==> config.mk <==
export PLATFORM = sky130hd
export DESIGN_NAME = fpc_top
export DESIGN_NICKNAME = d
export VERILOG_FILES = /design/src/fpc_pkg.sv /design/src/fpc_field.sv /design/src/fpc_top.sv
export SDC_FILE = /design/constraint.sdc
export NUM_CORES = 1
export LEC_CHECK = 0
export BUFFER_PORTS_ARGS = -buffer_cell sky130_fd_sc_hd__buf_2
export CELL_PAD_IN_SITES_DETAIL_PLACEMENT = 0
export CELL_PAD_IN_SITES_GLOBAL_PLACEMENT = 2
export CORE_MARGIN = 2
export CORE_UTILIZATION = 27
export CTS_CLUSTER_DIAMETER = 80
export DETAILED_ROUTE_END_ITERATION = 10
export GPL_ROUTABILITY_DRIVEN = 0
export PLACE_DENSITY_LB_ADDON = 0.2
export SLEW_MARGIN = 10
export SYNTH_ARGS = -nofsm -noshare
export SYNTH_HDL_FRONTEND = slang
export SYNTH_SLANG_ARGS = --single-unit
==> constraint.sdc <==
create_clock -name I_REF_CLK -period 4.7 [get_ports I_REF_CLK]
set_input_delay 0.94 -clock I_REF_CLK [delete_from_list [all_inputs] [get_ports I_REF_CLK]]
set_output_delay 0.94 -clock I_REF_CLK [all_outputs]
set_load 0.01 [all_outputs]
==> src/fpc_pkg.sv <==
// shared formats, widths, biases and byte counts for the float classifier
package fpc_pkg;

    // ==========================================================
    // format select codes
    typedef enum logic [1:0] {
        FMT_HALF   = 2'h0,
        FMT_SINGLE = 2'h1,
        FMT_DOUBLE = 2'h2,
        FMT_EXT    = 2'h3
    } fpc_fmt_t;

    // ==========================================================
    // class codes, one-hot
    localparam int CLASS_W = 8;
    localparam logic [7:0] CLS_ZERO   = 8'h01;
    localparam logic [7:0] CLS_DENORM = 8'h02;
    localparam logic [7:0] CLS_NORMAL = 8'h04;
    localparam logic [7:0] CLS_INF    = 8'h08;
    localparam logic [7:0] CLS_SNAN   = 8'h10;
    localparam logic [7:0] CLS_QNAN   = 8'h20;
    localparam logic [7:0] CLS_INDEF  = 8'h40;
    localparam logic [7:0] CLS_UNSUPP = 8'h80;

    // ==========================================================
    // field widths
    localparam int HALF_EXP_W = 5;
    localparam int HALF_FRC_W = 10;
    localparam int SGL_EXP_W  = 8;
    localparam int SGL_FRC_W  = 23;
    localparam int DBL_EXP_W  = 11;
    localparam int DBL_FRC_W  = 52;
    localparam int EXT_EXP_W  = 15;
    localparam int EXT_FRC_W  = 63;
    localparam int EXT_INT_BIT = 63;
    localparam int EXT_FMSB    = 62;
    localparam int EXT_SIGN    = 79;
    localparam int WORD_W  = 80;
    localparam int SIG_W   = 64;
    localparam int UEXP_W  = 17;

    // ==========================================================
    // exponent biases
    localparam logic [15:0] HALF_BIAS = 16'h000F;
    localparam logic [15:0] SGL_BIAS  = 16'h007F;
    localparam logic [15:0] DBL_BIAS  = 16'h03FF;
    localparam logic [15:0] EXT_BIAS  = 16'h3FFF;

    // ==========================================================
    // memory byte counts
    localparam logic [3:0] HALF_BYTES = 4'h2;
    localparam logic [3:0] SGL_BYTES  = 4'h4;
    localparam logic [3:0] DBL_BYTES  = 4'h8;
    localparam logic [3:0] EXT_BYTES  = 4'hA;

endpackage : fpc_pkg

==> src/fpc_field.sv <==
// one format slice: splits a packed value and classifies it
`timescale 1ns/10ps
`default_nettype none

module fpc_field #(
    parameter int EXP_W      = 8,
    parameter int FRC_W      = 23,
    parameter bit EXPLICIT_J = 1'b0
) (
    input  wire logic [fpc_pkg::WORD_W-1:0]  i_word,
    output logic                             o_sign,
    output logic [EXP_W-1:0]                 o_exp,
    output logic [FRC_W-1:0]                 o_frac,
    output logic                             o_jbit,
    output logic [fpc_pkg::CLASS_W-1:0]      o_class
);
    logic exp_zero;
    logic exp_ones;
    logic frc_zero;

    // ==========================================================
    // field split
    always_comb begin
        o_sign   = i_word[EXP_W+FRC_W+(EXPLICIT_J ? 1 : 0)];
        o_exp    = i_word[FRC_W+(EXPLICIT_J ? 1 : 0) +: EXP_W];
        o_frac   = i_word[FRC_W-1:0];
        exp_zero = (o_exp == '0);
        exp_ones = (o_exp == '1);
        frc_zero = (o_frac == '0);
        // implied integer bit unless zero or denormal
        o_jbit   = EXPLICIT_J ? i_word[FRC_W] : !exp_zero;
    end

    // ==========================================================
    // classification; sign affects only the indefinite nan class
    always_comb begin
        if (exp_zero && frc_zero) begin
            o_class = fpc_pkg::CLS_ZERO;
        end else if (exp_zero) begin
            o_class = fpc_pkg::CLS_DENORM;
        end else if (!exp_ones) begin
            o_class = fpc_pkg::CLS_NORMAL;
        end else if (frc_zero) begin
            o_class = fpc_pkg::CLS_INF;
        end else if (!o_frac[FRC_W-1]) begin
            o_class = fpc_pkg::CLS_SNAN;
        end else if (o_sign && o_frac[FRC_W-2:0] == '0) begin
            o_class = fpc_pkg::CLS_QNAN | fpc_pkg::CLS_INDEF;
        end else begin
            o_class = fpc_pkg::CLS_QNAN;
        end
    end
endmodule : fpc_field

`default_nettype wire

==> src/fpc_top.sv <==
// float operand classifier, unbiaser and builder with one output stage
`timescale 1ns/10ps
`default_nettype none

module fpc_top (
    input  wire logic                          I_REF_CLK,
    input  wire logic                          I_RESET,
    input  wire logic                          i_valid,
    input  wire logic [1:0]                    i_fmt,
    input  wire logic                          i_arith,
    input  wire logic [fpc_pkg::WORD_W-1:0]    i_word,
    input  wire logic                          i_build,
    input  wire logic                          i_build_indef,
    input  wire logic                          i_build_sign,
    input  wire logic [fpc_pkg::UEXP_W-1:0]    i_build_uexp,
    input  wire logic [fpc_pkg::SIG_W-1:0]     i_build_sig,
    input  wire logic [fpc_pkg::CLASS_W-1:0]   i_build_class,
    output logic                               o_valid,
    output logic [fpc_pkg::CLASS_W-1:0]        o_class,
    output logic                               o_sign,
    output logic [fpc_pkg::UEXP_W-1:0]         o_uexp,
    output logic [fpc_pkg::SIG_W-1:0]          o_sig,
    output logic [3:0]                         o_bytes,
    output logic [fpc_pkg::WORD_W-1:0]         o_word
);
    // ==========================================================
    // per-format slices
    logic       h_s, s_s, d_s, e_s;
    logic       h_j, s_j, d_j, e_j;
    logic [fpc_pkg::HALF_EXP_W-1:0] h_e;
    logic [fpc_pkg::SGL_EXP_W-1:0]  s_e;
    logic [fpc_pkg::DBL_EXP_W-1:0]  d_e;
    logic [fpc_pkg::EXT_EXP_W-1:0]  e_e;
    logic [fpc_pkg::HALF_FRC_W-1:0] h_f;
    logic [fpc_pkg::SGL_FRC_W-1:0]  s_f;
    logic [fpc_pkg::DBL_FRC_W-1:0]  d_f;
    logic [fpc_pkg::EXT_FRC_W-1:0]  e_f;
    logic [fpc_pkg::CLASS_W-1:0]    h_c, s_c, d_c, e_c;

    fpc_field #(.EXP_W(fpc_pkg::HALF_EXP_W), .FRC_W(fpc_pkg::HALF_FRC_W),
                .EXPLICIT_J(1'b0)) u_half (.i_word(i_word), .o_sign(h_s),
        .o_exp(h_e), .o_frac(h_f), .o_jbit(h_j), .o_class(h_c));
    fpc_field #(.EXP_W(fpc_pkg::SGL_EXP_W), .FRC_W(fpc_pkg::SGL_FRC_W),
                .EXPLICIT_J(1'b0)) u_sgl (.i_word(i_word), .o_sign(s_s),
        .o_exp(s_e), .o_frac(s_f), .o_jbit(s_j), .o_class(s_c));
    fpc_field #(.EXP_W(fpc_pkg::DBL_EXP_W), .FRC_W(fpc_pkg::DBL_FRC_W),
                .EXPLICIT_J(1'b0)) u_dbl (.i_word(i_word), .o_sign(d_s),
        .o_exp(d_e), .o_frac(d_f), .o_jbit(d_j), .o_class(d_c));
    fpc_field #(.EXP_W(fpc_pkg::EXT_EXP_W), .FRC_W(fpc_pkg::EXT_FRC_W),
                .EXPLICIT_J(1'b1)) u_ext (.i_word(i_word), .o_sign(e_s),
        .o_exp(e_e), .o_frac(e_f), .o_jbit(e_j), .o_class(e_c));

    // ==========================================================
    // next-value logic
    logic                        next_valid;
    logic [fpc_pkg::CLASS_W-1:0] next_class;
    logic                        next_sign;
    logic [fpc_pkg::UEXP_W-1:0]  next_uexp;
    logic [fpc_pkg::SIG_W-1:0]   next_sig;
    logic [3:0]                  next_bytes;
    logic [fpc_pkg::WORD_W-1:0]  next_word;
    logic [fpc_pkg::UEXP_W-1:0]  bias;
    logic [fpc_pkg::UEXP_W-1:0]  bexp;
    logic                        bjbit;
    logic                        is_nan_inf;

    always_comb begin
        next_valid = i_valid;
        next_class = '0;
        next_sign  = 1'b0;
        next_uexp  = '0;
        next_sig   = '0;
        next_bytes = 4'h0;
        next_word  = '0;
        bias       = '0;
        bexp       = '0;
        bjbit      = 1'b0;
        is_nan_inf = |(i_build_class & (fpc_pkg::CLS_INF | fpc_pkg::CLS_SNAN
                       | fpc_pkg::CLS_QNAN | fpc_pkg::CLS_INDEF));
        unique case (fpc_pkg::fpc_fmt_t'(i_fmt))
            fpc_pkg::FMT_HALF: begin
                bias       = {1'b0, fpc_pkg::HALF_BIAS};
                next_bytes = fpc_pkg::HALF_BYTES;
                next_class = h_c;
                next_sign  = h_s;
                next_sig   = {h_j, h_f, 53'h0_0000_0000_0000};
                next_uexp  = UEXP_OF(17'(h_e), h_c);
            end
            fpc_pkg::FMT_SINGLE: begin
                bias       = {1'b0, fpc_pkg::SGL_BIAS};
                next_bytes = fpc_pkg::SGL_BYTES;
                next_class = s_c;
                next_sign  = s_s;
                next_sig   = {s_j, s_f, 40'h00_0000_0000};
                next_uexp  = UEXP_OF(17'(s_e), s_c);
            end
            fpc_pkg::FMT_DOUBLE: begin
                bias       = {1'b0, fpc_pkg::DBL_BIAS};
                next_bytes = fpc_pkg::DBL_BYTES;
                next_class = d_c;
                next_sign  = d_s;
                next_sig   = {d_j, d_f, 11'h000};
                next_uexp  = UEXP_OF(17'(d_e), d_c);
            end
            fpc_pkg::FMT_EXT: begin
                bias       = {1'b0, fpc_pkg::EXT_BIAS};
                next_bytes = fpc_pkg::EXT_BYTES;
                next_class = e_c;
                next_sign  = e_s;
                next_sig   = {e_j, e_f};
                next_uexp  = UEXP_OF(17'(e_e), e_c);
            end
        endcase
        // half as arithmetic operand is refused, flagged unsupported
        if (i_arith && i_fmt == fpc_pkg::FMT_HALF) begin
            next_class = fpc_pkg::CLS_UNSUPP;
        end
        // build path: biased exponent and packed word
        bexp  = 17'(i_build_uexp + bias);
        bjbit = is_nan_inf | (|(i_build_class & fpc_pkg::CLS_NORMAL));
        if (i_build) begin
            unique case (fpc_pkg::fpc_fmt_t'(i_fmt))
                fpc_pkg::FMT_HALF: next_word = 80'(
                    {BSIGN(i_build_sign), BEXP5(bexp), i_build_sig[62:53]});
                fpc_pkg::FMT_SINGLE: next_word = 80'(
                    {BSIGN(i_build_sign), BEXP8(bexp), i_build_sig[62:40]});
                fpc_pkg::FMT_DOUBLE: next_word = 80'(
                    {BSIGN(i_build_sign), BEXP11(bexp), i_build_sig[62:11]});
                fpc_pkg::FMT_EXT: next_word = {BSIGN(i_build_sign),
                    BEXP15(bexp), bjbit, i_build_sig[62:0]};
            endcase
            if (i_build_indef) begin
                // quiet indefinite: sign set, exponent all ones, top bit
                unique case (fpc_pkg::fpc_fmt_t'(i_fmt))
                    fpc_pkg::FMT_HALF:   next_word = 80'(16'hFE00);
                    fpc_pkg::FMT_SINGLE: next_word = 80'(32'hFFC0_0000);
                    fpc_pkg::FMT_DOUBLE:
                        next_word = 80'(64'hFFF8_0000_0000_0000);
                    fpc_pkg::FMT_EXT:
                        next_word = 80'hFFFF_C000_0000_0000_0000;
                endcase
            end
        end
    end

    // unbiased exponent; denormals use one in place of zero, all ones is unbiased too
    function automatic logic [16:0] UEXP_OF(input logic [16:0] e,
                                            input logic [7:0] c);
        // denormals use emin, so unbias one instead of zero
        logic [16:0] eff;
        eff = (c == fpc_pkg::CLS_DENORM) ? 17'h0_0001 : e;
        return 17'(eff - bias);
    endfunction : UEXP_OF

    function automatic logic BSIGN(input logic s);
        return s;
    endfunction : BSIGN

    // special classes take the reserved exponents
    function automatic logic [4:0] BEXP5(input logic [16:0] b);
        return is_nan_inf ? 5'h1F : (bjbit ? b[4:0] : 5'h00);
    endfunction : BEXP5
    function automatic logic [7:0] BEXP8(input logic [16:0] b);
        return is_nan_inf ? 8'hFF : (bjbit ? b[7:0] : 8'h00);
    endfunction : BEXP8
    function automatic logic [10:0] BEXP11(input logic [16:0] b);
        return is_nan_inf ? 11'h7FF : (bjbit ? b[10:0] : 11'h000);
    endfunction : BEXP11
    function automatic logic [14:0] BEXP15(input logic [16:0] b);
        return is_nan_inf ? 15'h7FFF : (bjbit ? b[14:0] : 15'h0000);
    endfunction : BEXP15

    // ==========================================================
    // output stage; one cycle of latency keeps timing at 200 MHz
    always_ff @(posedge I_REF_CLK) begin
        if (I_RESET) begin
            o_valid <= 1'b0;
            o_class <= '0;
            o_sign  <= 1'b0;
            o_uexp  <= '0;
            o_sig   <= '0;
            o_bytes <= 4'h0;
            o_word  <= '0;
        end else begin
            o_valid <= next_valid;
            o_class <= next_class;
            o_sign  <= next_sign;
            o_uexp  <= next_uexp;
            o_sig   <= next_sig;
            o_bytes <= next_bytes;
            o_word  <= next_word;
        end
    end
endmodule : fpc_top

`default_nettype wire

==> impl_results.md <==
- Outcome: complete, no violations
- Critical Path RT: 5060 ps
- CTS Root Cell: clkbuf_16
- Crit path time final: 3810 ps
- Syn Area/Cell: 8.71 um^2
- TritonCTS Buffers: 17
- CP Data Arrival Time: 4160 ps
- Fraction of layout cells with a size suffix above 1: 0.333
- Bufs on Longest Clock Path: 2
- NetSw: 1.07 mW
- Post-route ant nets: 0
- FF+latch count, synth: 173
- Grt ovf: 0
- P_int: 2.69 mW
- Endpoint, Worst Hold: o_valid
- Maximum fanout along the worst path: 9
- Die area: 31400 um^2
- Setup TNS: 0 ps
- Register share of total power: 0.411
- Crit Path Class: input pin to flip-flop
- Clk pwr share: 0.419
- YS warnings: 0
- Crit. End Element: flip-flop
- Sink Count: 173
- Initial drt markers: 1129
- Area Overhead vs Synth: 31.8%
- CTS clk-pin slew, worst paths: 70 ps
- Worst slew pin tran: 933 ps
- Final HPWL DP: 27700 um
- DIE WIDTH: 177 um
- CTS tree: yes
- Layout Nets: 1414
- Initial Utilization: 0.274
- Global Route Usage Sum: 0.231
- Postcts setup bufs: 0
- Net Count, Synth: 1127
- RSZ-0062 raised after global routing: no
- Hold path startpoint: i_valid
- Global-route wire length before repair: 54000 um
- Core Area: 29600 um^2
- Vias in the first global route: 8298
- Drt total wl: 37500 um
- Switching part of the total: 0.284
- Wire per inst: 23.2 um
- Synth Flop Type: dfxtp_1
- Cells after Synth: 930
- Router iterations before antenna repair: 9
- Yosys cell types: 63
- Cts hold-fix bufs: 0
- Power Dens Cells: 352 nW/um^2
- F_max: 263 MHz
- Gate power share: 0.169
- Pleak: 4.87 nW
- Die outline height: 177 um
- Antenna violations before repair: 4
- MaxCap Viol Count: 0
- Sequential cell area fraction in the yosys report: 0.428
- Post-CTS Resized: 0
- Setup crit start kind: input pin
- Cell Area, Synth: 8100 um^2
- Path type of the worst min-delay path: input pin to flip-flop
- Pin count of the biggest net entering global routing: 81
- Num ports: 353
- Via total after detailed routing: 8771
- EDFF count, synth: 0
- CTS H-Tree Depth: 4
- Post-synth ARST share: 0
- Peak supply drop: 219 uV
- Slew headroom: 0.372
- Dpl ws: 489 ps
- Final Hold Viols: 0
- Slew Viols, Final: 0
- Std-Cell Rows: 63
- Worst hold path depth: 2
- Final Setup Violations: 0
- Final worst-path cycle share: 0.810
- Final setup margin: 894 ps
- DRC viols: 0
- I/O Buffers: 345
- Vias/cell: 5.41
==> layer usage <==
metal	up-vias	track usage	wire [um]	part of all wire
met5	-	0	0	0
met4	0	0.0675	605	0.016
met3	36	0.0415	2680	0.071
met2	386	0.363	17100	0.46
met1	4270	0.323	17200	0.46
li1	4079	-	-	-
==> worst max-delay path, stage by stage <==
cell	delay, ps
buf_2	180
or4_1	570
or4_4	570
nor3_4	360
o21bai_1	150
ha_1	230
nand3_1	140
nor2_1	60
nor3_1	430
or2_2	250
o21ba_2	160
o21ai_0	130
==> cells in the mapped netlist (all sizes together), types with 20 or more instances <==
cell    number  area (um^2)
a21oi       44          220
a222oi      59          591
a22oi       58          435
clkbuf      80          340
dfxtp      173         3460
nand2       27          109
nand3       31          155
nor2       146          551
nor3        20          111
o21ai       56          280
xnor2       30          263
==> metrics by stage <==
stage	area, um^2	instances	total power, mW	hold slack, ps	utilization
after floorplan	8100	930	1.91	1070	-
after global placement	10000	1588	2.21	1150	0.339
after detailed placement	10000	1588	2.21	1160	0.339
after CTS	10700	1619	3.78	686	0.361
after global routing	10700	1621	3.90	705	0.361
final	10700	1621	3.75	711	0.361
==> flip-flops by register name (all words and copies together), names as in the netlist <==
name and count:
o_valid 1, o_sign 1, o_bytes 3, o_class 8, o_sig 64, o_uexp 16
o_word 80
==> power groups by stage <==
stage | clock, mW | sequential (mW) | combinational (mW)
floorplan | 0 | 1.61 | 0.303
global placement | 0 | 1.58 | 0.632
detailed placement | 0 | 1.58 | 0.629
CTS | 1.61 | 1.54 | 0.632
global route | 1.66 | 1.55 | 0.691
finish | 1.57 | 1.54 | 0.635
==> worst max path at each step <==
stage,startpoint,to,slack (ps),cells after the start
6_report,i_word[14],o_uexp[13],890,12
3_3_place_gp,i_word[14],o_uexp[13],560,12
4_1_cts,i_word[14],o_uexp[13],950,12
3_5_place_dp,i_word[14],o_uexp[13],490,12
5_1_grt,i_word[14],o_uexp[13],730,12
2_1_floorplan,i_fmt[0],o_word[62],980,14
==> cell type report <==
cell class,instances,area [um^2]
inverters,19,71.3
multi-input cells,648,4180
flip-flops and latches,173,3460
fillers,3187,18900
repair buffers,358,1820
clock buffers,20,457
clock inverters,11,179
well taps,390,488
diodes,2,5.00
==> cell families (layout without fill, tap and decap cells) <==
group                      after synthesis  count (layout)  share of synthesized area
and+or+nand+nor                        306             306                      0.183
AOI/OAI and AO/OA                      283             283                      0.257
DFF                                    173             173                      0.428
buffers and inverters                  109             408                     0.0596
xor gates and xnor gates                37              37                     0.0400
adders and majority gates               19              19                     0.0294
muxes                                    2               2                    0.00247
other                                    1               3                   0.000463
==> layout by cell type, fill, tap and decap left out, types with 3 or more instances in the layout <==
cell,Yosys,layout
a31oi_1,6,6
or3_1,4,4
o21bai_1,3,3
o21ai_0,56,56
o211a_1,6,6
a21o_1,3,3
nand2_1,26,26
inv_1,19,19
a221oi_1,10,10
a22oi_1,58,58
nand2b_1,7,7
or2_2,7,7
clkbuf_16,0,17
inv_6,0,3
nor2_1,145,145
buf_4,3,13
buf_2,0,345
nor3_1,19,19
ha_1,19,15
nand4_1,9,9
bufinv_16,0,4
or4_1,5,5
o31ai_1,5,5
dfxtp_1,173,173
nand3_1,31,31
xnor2_1,30,30
a222oi_1,59,59
a21oi_1,44,44
xor2_1,7,7
a211oi_1,8,8
nor4_1,18,18
o2111ai_1,5,5
and3_1,18,18
and4_1,5,5
(Power assumes the default switching activity.)
